File: src/lcg_regs.svh
`ifndef LCG_REGS_SVH
`define LCG_REGS_SVH
`define LCG_CLK_PERIOD_NS 20
`define LCG_APPLY_NS 100
`define LCG_APPLY_CYC (`LCG_APPLY_NS / `LCG_CLK_PERIOD_NS)
`define LCG_SETTING_RESET 8'h7F
`define LCG_MAXOFF_STEP_NS 251
`define LCG_MAXOFF_STEP_CYC ((`LCG_MAXOFF_STEP_NS + `LCG_CLK_PERIOD_NS - 1) / `LCG_CLK_PERIOD_NS)
`endif
File: src/lcg_pkg.sv
package lcg_pkg;
    typedef enum logic [1:0] {
        LCG_IDLE = 2'b00,
        LCG_ON = 2'b01,
        LCG_OFF = 2'b10
    } lcg_sw_e;
endpackage

File: src/lcg_channel.sv
`timescale 1ns/10ps
`include "lcg_regs.svh"
module lcg_channel #(
    parameter int STEP_CYC = `LCG_MAXOFF_STEP_CYC
) (
    input wire logic clk,
    input wire logic rstn,
    input wire logic allow,
    input wire logic gate_in,
    input wire logic peak_trip,
    input wire logic [7:0] max_off_setting,
    output logic gate_drive
);
    if (STEP_CYC < 1 || STEP_CYC > 255) begin : g_bad_step
        $error("bad STEP_CYC");
    end
    typedef struct packed {
        lcg_pkg::lcg_sw_e st;
        logic gate_prev;
        logic [7:0] step;
        logic [7:0] code;
        logic drive;
    } lcg_ch_s;
    lcg_ch_s s_q, s_d;
    always_comb begin
        s_d = s_q;
        // The start edge is taken on the combined condition, so a gate input tied high still starts switching.
        s_d.gate_prev = allow && gate_in;
        if (!allow || !gate_in) begin
            s_d.st = lcg_pkg::LCG_IDLE;
            s_d.drive = 1'b0;
        end else begin
            case (s_q.st)
                lcg_pkg::LCG_IDLE: begin
                    if (!s_q.gate_prev) begin
                        s_d.st = lcg_pkg::LCG_ON;
                        s_d.drive = 1'b1;
                    end
                end
                lcg_pkg::LCG_ON: begin
                    if (peak_trip) begin
                        s_d.st = lcg_pkg::LCG_OFF;
                        s_d.drive = 1'b0;
                        s_d.step = 8'h00;
                        s_d.code = 8'h00;
                    end
                end
                lcg_pkg::LCG_OFF: begin
                    if (s_q.code >= max_off_setting) begin
                        s_d.st = lcg_pkg::LCG_ON;
                        s_d.drive = 1'b1;
                    end else if (s_q.step == 8'(STEP_CYC - 1)) begin
                        s_d.step = 8'h00;
                        s_d.code = s_q.code + 8'h01;
                    end else begin
                        s_d.step = s_q.step + 8'h01;
                    end
                end
                default: begin
                    s_d.st = lcg_pkg::LCG_IDLE;
                    s_d.drive = 1'b0;
                end
            endcase
        end
    end
    always_ff @(posedge clk) begin
        if (!rstn) begin
            s_q <= '{st: lcg_pkg::LCG_IDLE, gate_prev: 1'b0, step: 8'h00, code: 8'h00, drive: 1'b0};
        end else begin
            s_q <= s_d;
        end
    end
    assign gate_drive = s_q.drive;
endmodule // lcg_channel

File: src/lcg_enable_gating.sv
`timescale 1ns/10ps
`include "lcg_regs.svh"
module lcg_enable_gating #(
    parameter int CHANNELS = 2
) (
    input wire logic clk,
    input wire logic rstn,
    input wire logic [CHANNELS-1:0] supply_uvlo,
    input wire logic [CHANNELS-1:0] boot_below_uvlo,
    input wire logic [CHANNELS-1:0] boot_above_hyst,
    input wire logic [CHANNELS-1:0] current_sense_positive_uvlo,
    input wire logic thermal_shutdown,
    input wire logic enable_undervoltage_input,
    input wire logic spi_bypass_enable_level,
    input wire logic [CHANNELS-1:0] channel_output_enable_bit,
    input wire logic [CHANNELS-1:0] dimming_gate_input,
    input wire logic [CHANNELS-1:0] peak_trip,
    input wire logic [CHANNELS-1:0] setting_write,
    input wire logic [7:0] setting_wdata,
    input wire logic [1:0] setting_sel,
    input wire logic setting_commit,
    output logic [CHANNELS-1:0] channel_enable,
    output logic [CHANNELS-1:0] gate_drive,
    output logic [CHANNELS*8-1:0] peak_threshold_setting,
    output logic [CHANNELS*8-1:0] off_time_setting,
    output logic [CHANNELS*8-1:0] max_off_time_setting
);
    if (CHANNELS < 1 || CHANNELS > 8) begin : g_bad_channels
        $error("bad CHANNELS");
    end
    if (`LCG_APPLY_CYC < 1) begin : g_bad_apply
        $error("apply delay below one cycle");
    end
    typedef struct packed {
        logic [CHANNELS-1:0] boot_lock;
        logic [CHANNELS-1:0] en;
        logic [CHANNELS*8-1:0] pk;
        logic [CHANNELS*8-1:0] toff;
        logic [CHANNELS*8-1:0] moff;
        logic [CHANNELS*8-1:0] pk_sh;
        logic [CHANNELS*8-1:0] toff_sh;
        logic [CHANNELS*8-1:0] moff_sh;
    } lcg_top_s;
    lcg_top_s s_q, s_d;
    logic [CHANNELS-1:0] gate_w;
    logic [CHANNELS-1:0] allow_w;
    always_comb begin
        s_d = s_q;
        allow_w = '0;
        for (int i = 0; i < CHANNELS; i++) begin
            if (boot_below_uvlo[i]) begin
                s_d.boot_lock[i] = 1'b1;
            end else if (boot_above_hyst[i]) begin
                s_d.boot_lock[i] = 1'b0;
            end
            // Each channel's lockouts gate only that channel; thresholds are fixed outside.
            // The channel sees the same-cycle conditions, so its drive never outlives the enable.
            allow_w[i] = !supply_uvlo[i] && !s_d.boot_lock[i] && !current_sense_positive_uvlo[i]
                && !thermal_shutdown
                && enable_undervoltage_input
                && (channel_output_enable_bit[i] || spi_bypass_enable_level);
            s_d.en[i] = allow_w[i] && dimming_gate_input[i];
            if (setting_write[i]) begin
                if (setting_sel == 2'h0) begin
                    s_d.pk_sh[i*8 +: 8] = setting_wdata;
                end else if (setting_sel == 2'h1) begin
                    s_d.toff_sh[i*8 +: 8] = setting_wdata;
                end else if (setting_sel == 2'h2) begin
                    s_d.moff_sh[i*8 +: 8] = setting_wdata;
                end
            end
        end
        if (setting_commit) begin
            s_d.pk = s_q.pk_sh;
            s_d.toff = s_q.toff_sh;
            s_d.moff = s_q.moff_sh;
        end
    end
    always_ff @(posedge clk) begin
        if (!rstn) begin
            s_q.boot_lock <= '1;
            s_q.en <= '0;
            s_q.pk <= {CHANNELS{`LCG_SETTING_RESET}};
            s_q.toff <= {CHANNELS{`LCG_SETTING_RESET}};
            s_q.moff <= {CHANNELS{`LCG_SETTING_RESET}};
            s_q.pk_sh <= {CHANNELS{`LCG_SETTING_RESET}};
            s_q.toff_sh <= {CHANNELS{`LCG_SETTING_RESET}};
            s_q.moff_sh <= {CHANNELS{`LCG_SETTING_RESET}};
        end else begin
            s_q <= s_d;
        end
    end
    for (genvar g = 0; g < CHANNELS; g++) begin : g_ch
        lcg_channel u_ch (
            .clk(clk),
            .rstn(rstn),
            .allow(allow_w[g]),
            .gate_in(dimming_gate_input[g]),
            .peak_trip(peak_trip[g]),
            .max_off_setting(s_q.moff[g*8 +: 8]),
            .gate_drive(gate_w[g])
        );
    end
    assign channel_enable = s_q.en;
    assign gate_drive = gate_w;
    assign peak_threshold_setting = s_q.pk;
    assign off_time_setting = s_q.toff;
    assign max_off_time_setting = s_q.moff;
endmodule // lcg_enable_gating

File: config.mk
export PLATFORM = sky130hd
export DESIGN_NAME = lcg_enable_gating
export DESIGN_NICKNAME = d
export VERILOG_FILES = /design/src/lcg_pkg.sv /design/src/lcg_channel.sv /design/src/lcg_enable_gating.sv
export VERILOG_INCLUDE_DIRS = /design/src
export SDC_FILE = /design/constraint.sdc
export NUM_CORES = 1
export LEC_CHECK = 0
export ABC_AREA = 1
export ABC_CLOCK_PERIOD_IN_PS = 3200
export BUFFER_PORTS_ARGS = -buffer_cell sky130_fd_sc_hd__clkbuf_2
export CELL_PAD_IN_SITES_DETAIL_PLACEMENT = 1
export CELL_PAD_IN_SITES_GLOBAL_PLACEMENT = 1
export CORE_MARGIN = 3
export CORE_UTILIZATION = 35
export CTS_BUF_LIST = sky130_fd_sc_hd__clkbuf_2
export DETAILED_ROUTE_END_ITERATION = 12
export GPL_ROUTABILITY_DRIVEN = 0
export PLACE_DENSITY_LB_ADDON = 0.1
export SYNTH_ARGS = -nofsm -noshare
export SYNTH_HDL_FRONTEND = slang
export SYNTH_SLANG_ARGS = --single-unit
export TNS_END_PERCENT = 50
File: constraint.sdc
create_clock -name clk -period 3.2 [get_ports clk]
set_input_delay 0.16 -clock clk [delete_from_list [all_inputs] [get_ports clk]]
set_output_delay 0.16 -clock clk [all_outputs]
set_load 0.02 [all_outputs]
After elaboration in Yosys (flattened, before gate mapping):

Index checks and enable logic that the tools add are counted.

* reductions and logical operators: 46
* eq/ne operators: 18
* shift operators: 0
* divide/modulo/power cells: 0
* bitwise logic cells: 5
* multiply operators: 0
* multiplexer cells: 28
* order comparisons: 2
* add/sub/neg operators: 4

Operators with widths (count)
* $pmux W16 S2: 2
* $mux W17: 2
* $add A8 B1 Y8 const B: 4
* $mux W16: 2
* $mux W8: 4
* $eq A8 B4 Y1 const B: 2
* $ge A8 B8 Y1: 2
* $reduce_and A4 Y1: 4
* $logic_and A1 B1 Y1: 12
* $mux W2: 6
* $ne A2 B2 Y1 const B: 6
* $pmux W2 S3: 2
* $reduce_and A3 Y1: 4
* $logic_not A1 Y1: 11
* $reduce_and A5 Y1: 2
* $mux W1: 8
* $ne A2 B1 Y1 const B: 4
* $eq A2 B1 Y1 const B: 3
* $eq A2 B2 Y1 const B: 3
* $logic_not A2 Y1: 3
* $pmux W1 S3: 2
* $not A1 Y1: 5
* $logic_or A1 B1 Y1: 4
* $reduce_and A2 Y1: 2
* other kinds (2): 4

* memories kept: 0
* register bits: 140
* output and inout bits: 52
* bits in writable memories: 0
* latch bits: 0
* bits in read-only memories: 0

Logic depth before layout (Yosys ltp):

* word-level depth: 12
* mapped depth: 15

Modules after synthesis:

From an unflattened synthesis, not the netlist that was laid out.

* cell total of the unflattened synthesis: 984
* area total of the unflattened synthesis: 7150.6 sq um

By module, submodules not included
* lcg_enable_gating: instances 1, area each 4045.1 sq um, cells an instance 511
* lcg_channel (g_ch[0].u_ch): instances 1, area each 1607.8 sq um, cells an instance 241
* lcg_channel (g_ch[1].u_ch): instances 1, area each 1497.7 sq um, cells an instance 232

Least setup slack after synthesis:

Ideal clock, no wire load.

* path type: register to register
* start point: reg s_q (netlist bit max_off_time_setting[3])
* end point: reg g_ch[0].u_ch.s_q[4] in the netlist's numbering
* arrival time: 1488 ps
* slack: 1598 ps
* buffers on the path: 1
* cell stages (with the launch flop): 14
* period minus slack after synthesis: 1602 ps
* data required time: 3086 ps
* cell sequence: dfxtp_1 > inv_1 > ha_1 > nand2_1 > nor2_1 > nor2_1 > nand2_1 > nand2_1 > nand2_1 > nand2_1 > nand3_2 > buf_6 > o21bai_1 > nor2_1

* cells in the longest elaborated chain, start to end: 3

Ends and longest elaborated chain
* from (decl): RTL line lcg_enable_gating.sv:44 `lcg_top_s s_q, s_d;`
* $ge A8 B8 Y1: RTL line lcg_channel.sv:49 `if (s_q.code >= max_off_setting) begin`
* $ne A2 B2 Y1 (no line)
* $reduce_and A5 Y1 (no line)
* to (signal assigned): RTL line lcg_channel.sv:68 `s_q <= '{st: lcg_pkg::LCG_IDLE, gate_prev: 1'b0, step: 8'h00, code: 8'h00, drive: 1'b0};`
* to (decl): RTL line lcg_channel.sv:24 `lcg_ch_s s_q, s_d;`

No other way between the ends.
A chain may end at the register's enable or synchronous reset.

Final worst setup path:

* start point: in dimming_gate_input[1]
* end point: reg g_ch[1].u_ch.s_q[19] in the netlist's numbering

* cells in the longest elaborated chain, start to end: 3

Ends and longest elaborated chain
* from (decl): RTL line lcg_enable_gating.sv:16 `input wire logic [CHANNELS-1:0] dimming_gate_input,`
* $logic_not A1 Y1: RTL line lcg_channel.sv:29 `if (!allow || !gate_in) begin`
* $logic_or A1 B1 Y1: RTL line lcg_channel.sv:29
* $reduce_or A2 Y1 (no line)
* to (signal assigned): RTL line lcg_channel.sv:68
* to (decl): RTL line lcg_channel.sv:24

No other way between the ends.

==> impl_metrics.toml <==
[grt]
grtUsageTotal_pct = 18.0
grt_antenna_before_repair = 1
grt_pass1_wl_um = 30000
grt_max_degree = 62
grt_pass1_vias = 5920
grt-ovfl-total = 0

[sta]
fmax_ghz = 0.350
relSlewSlack_pct = 37.4
period_needed_ns = 2.86
skew_ns = 0.0212
slew_viol_final = 0
hold_viol = 0
tns_ns = 0
setup_violations = 0
rsz0062_at_grt = "false"
worstMarginPinSlew_ns = 0.939
fin_crit_sh_pct = 89.4

[worst_setup_path]
crit_fanout = 10
arrival_ns = 3.51
crit_family = "buffers and inverters"
regToRegSetupSlack_ns = 0.59
critPathBufInv = 5
crit_slowest_cell = "dlygate4sd3_1"
slowest_delay_ns = 0.87
cpMostUsedCell = "dlygate4sd3_1"
crit_chain = "dlygate4sd3_1, clkbuf_2, nand2_1, dlygate4sd3_1, nor3_4, dlygate4sd3_1, nand2_1, a21oi_1, dlygate4sd3_1"
worstSetupStartpointType = "input pin"
path_class = "input pin to register"
worstPathRequired_ns = 3.85
worstSetupEndpointType = "register"

[synthesis]
synth_ff_type = "dfxtp_1"
ys_seq_elements = 138
synth_edf_count = 0
synth_common_cells = "284 x nand2_1, 138 x dfxtp_1, 94 x nand3_1"
synthCells = 945
async_reset_ff_share_pct = 0
netlist_top_cells_area = "dfxtp_1 41%, nand2_1 16%, nand3_1 7.0%, buf_4 6.2%, inv_1 5.0%"
ys_types = 31
ys_seq_area_share_pct = 41.2
yosysWarnings = 0
syn_area_per_cell_um2 = 7.10
syn-cell-area_um2 = 6710
synth_fa_ha_area_share_pct = 4.10
yosys.cell_count.top_type = "nand2_1"
synth_xor_area_share_pct = 0.261
yosysTopAreaCell = "dfxtp_1"
synth_top_family_by_area = "simple AND/OR/NAND/NOR gates"
synth_compound_area_share_pct = 6.77
synth-simple-area-share_pct = 34.1
synthMuxAreaShare_pct = 0
syn-num-nets = 999
synth_top_area_share_pct = 41.2

[job]
drv_cap = 0

[drt]
wl_per_cell_um = 14.3
routed_wl_um = 17900
firstDrtPassIters = 4
drt-initial-drc-count = 287
via_per_inst = 4.76
num_vias = 5966
ant_nets = 0
drc_errors = 0

[place]
io_buffers = 83
dp.cells = 1182
dp_hpwl_um = 12100

[die]
die_h_um = 144
fp.coreArea_um2 = 18800
die_area_um2 = 20900
start_util_pct = 35.8
rows = 50
ios = 84
die_w_um = 144

[cts]
cts_made_buffers = 17
cts_resized = 0
cts.clk_slew.worst_paths_ns = 0.22
clk_latency_ns = 0.70
cts.sinks = 138
htreeDepth = 4
cts.path.max_buffers = 2
cts_tree = "done"
root_buffer = "clkbuf_2"

[power_and_ir_drop]
p_leak_nw = 3.66
internal_power_mw = 2.30
p_total_mw = 3.29
power.share.sequential_pct = 55.6
p_sw_mw = 0.989
p_clk_share_pct = 33.8
power_density_nw_per_um2 = 436
peakVddDrop_mv = 0.223
switching_share_pct = 30.1
power.share.combinational_pct = 10.6

[finish]
seqCellArea_um2 = 2760
layout.nets = 1059
final_cells = 1253
syn_to_final_growth_pct = 12.3
multi_input_area_um2 = 3030
fillers = 2478
drive_above_1_share_pct = 14.6

[run_status]
outcome = "finished, final reports clean"

[worst_hold_path]
hp-class = "input pin to register"
power groups by stage:
| stage | registers [mW] | clock network, mW | logic, mW |
|---|---|---|---|
| final | 1.83 | 1.11 | 0.349 |
| after global routing | 1.84 | 1.24 | 0.394 |
| after floorplan | 1.85 | 0 | 0.255 |
| after CTS | 1.83 | 1.16 | 0.355 |
| after detailed placement | 1.86 | 0 | 0.322 |
| after global placement | 1.86 | 0 | 0.319 |
timing repair:
action | in CTS | in global routing
endpoints found under the hold margin | 97 | 0
hold buffers | 38 | 0
setup endpoints to repair | 0 | 0
buffers inserted | 0 | 0
cells by family (layout without fill, tap and decap cells):
logic type	Yosys count	in the layout
simple gates	518	518
xor+xnor	2	2
other cells	0	1
flops	138	138
compound gates	84	84
fa+ha+maj	22	22
buf+inv	181	254
layout make-up:
type / count / area share [%]
Multi-Input combinational cell: 626 / 40.2
Sequential cell: 138 / 36.6
Clock inverter: 14 / 2.14
Timing Repair Buffer: 126 / 11.1
Antenna cell: 1 / 0.0332
Clock buffer: 18 / 1.19
Inverter: 96 / 4.78
Tap cell: 234 / 3.88
worst paths after layout:
path	from	endpoint	cells past startpoint
max	dimming_gate_input[1]	g_ch[1].u_ch.s_q[19]	9
min	supply_uvlo[0]	g_ch[0].u_ch.s_q[11]	7
max reg2reg	s_q[99]	g_ch[1].u_ch.s_q[19]	7
min reg2reg	g_ch[0].u_ch.gate_drive	g_ch[0].u_ch.gate_drive	2
registers in the layout (all words and copies together) (netlist names):
register	count
channel_enable	2
max_off_time_setting	16
off_time_setting	16
s_q	50
g_ch.u_ch.s_q	36
peak_threshold_setting	16
g_ch.u_ch.gate_drive	2
cell usage in the layout, fill, tap and decap left out, types with 3 or more instances in the layout:
| cell | instances |
|---|---|
| a21oi_1 | 43 |
| buf_4 | 6 |
| clkbuf_2 | 100 |
| clkinv_1 | 5 |
| clkinvlp_4 | 3 |
| dfxtp_1 | 138 |
| dlygate4sd3_1 | 38 |
| ha_1 | 22 |
| inv_1 | 89 |
| inv_2 | 3 |
| inv_6 | 4 |
| nand2_1 | 284 |
| nand2_2 | 5 |
| nand3_1 | 94 |
| nand3_2 | 4 |
| nand4_1 | 25 |
| nor2_1 | 77 |
| nor2_2 | 4 |
| nor2_4 | 6 |
| nor3_1 | 10 |
| o21ai_0 | 28 |
| o21bai_1 | 8 |
worst min-delay path: stages:
cell	delay (ns)
clkbuf_2	0.08
inv_1	0.03
o211ai_1	0.09
nor3_2	0.09
nand3_2	0.20
a21oi_1	0.06
nor2_1	0.08
through the flow:
| stage | cell area (um^2) | hold slack, ns | setup slack [ns] | util, % |
|---|---|---|---|---|
| final | 7540 | 0.116 | 0.340 | 40.2 |
| after global routing | 7540 | 0.0923 | 0.283 | 40.2 |
| after CTS | 7540 | 0.0291 | 0.446 | 40.2 |
| after detailed placement | 6910 | 0.436 | 1.04 | 36.8 |
| after global placement | 6910 | 0.424 | 1.08 | 36.8 |
| after floorplan | 6710 | 0.286 | 1.60 | - |
layer usage:
metal / GRT usage (%) / wire length [um] / up-vias
met5: 0 / 0 / -
met4: 4.27 / 209 / 0
met2: 28.5 / 8150 / 73
li1: - / - / 3080
met1: 25.2 / 9000 / 2801
met3: 3.60 / 527 / 12
(Power assumes the default switching activity.)
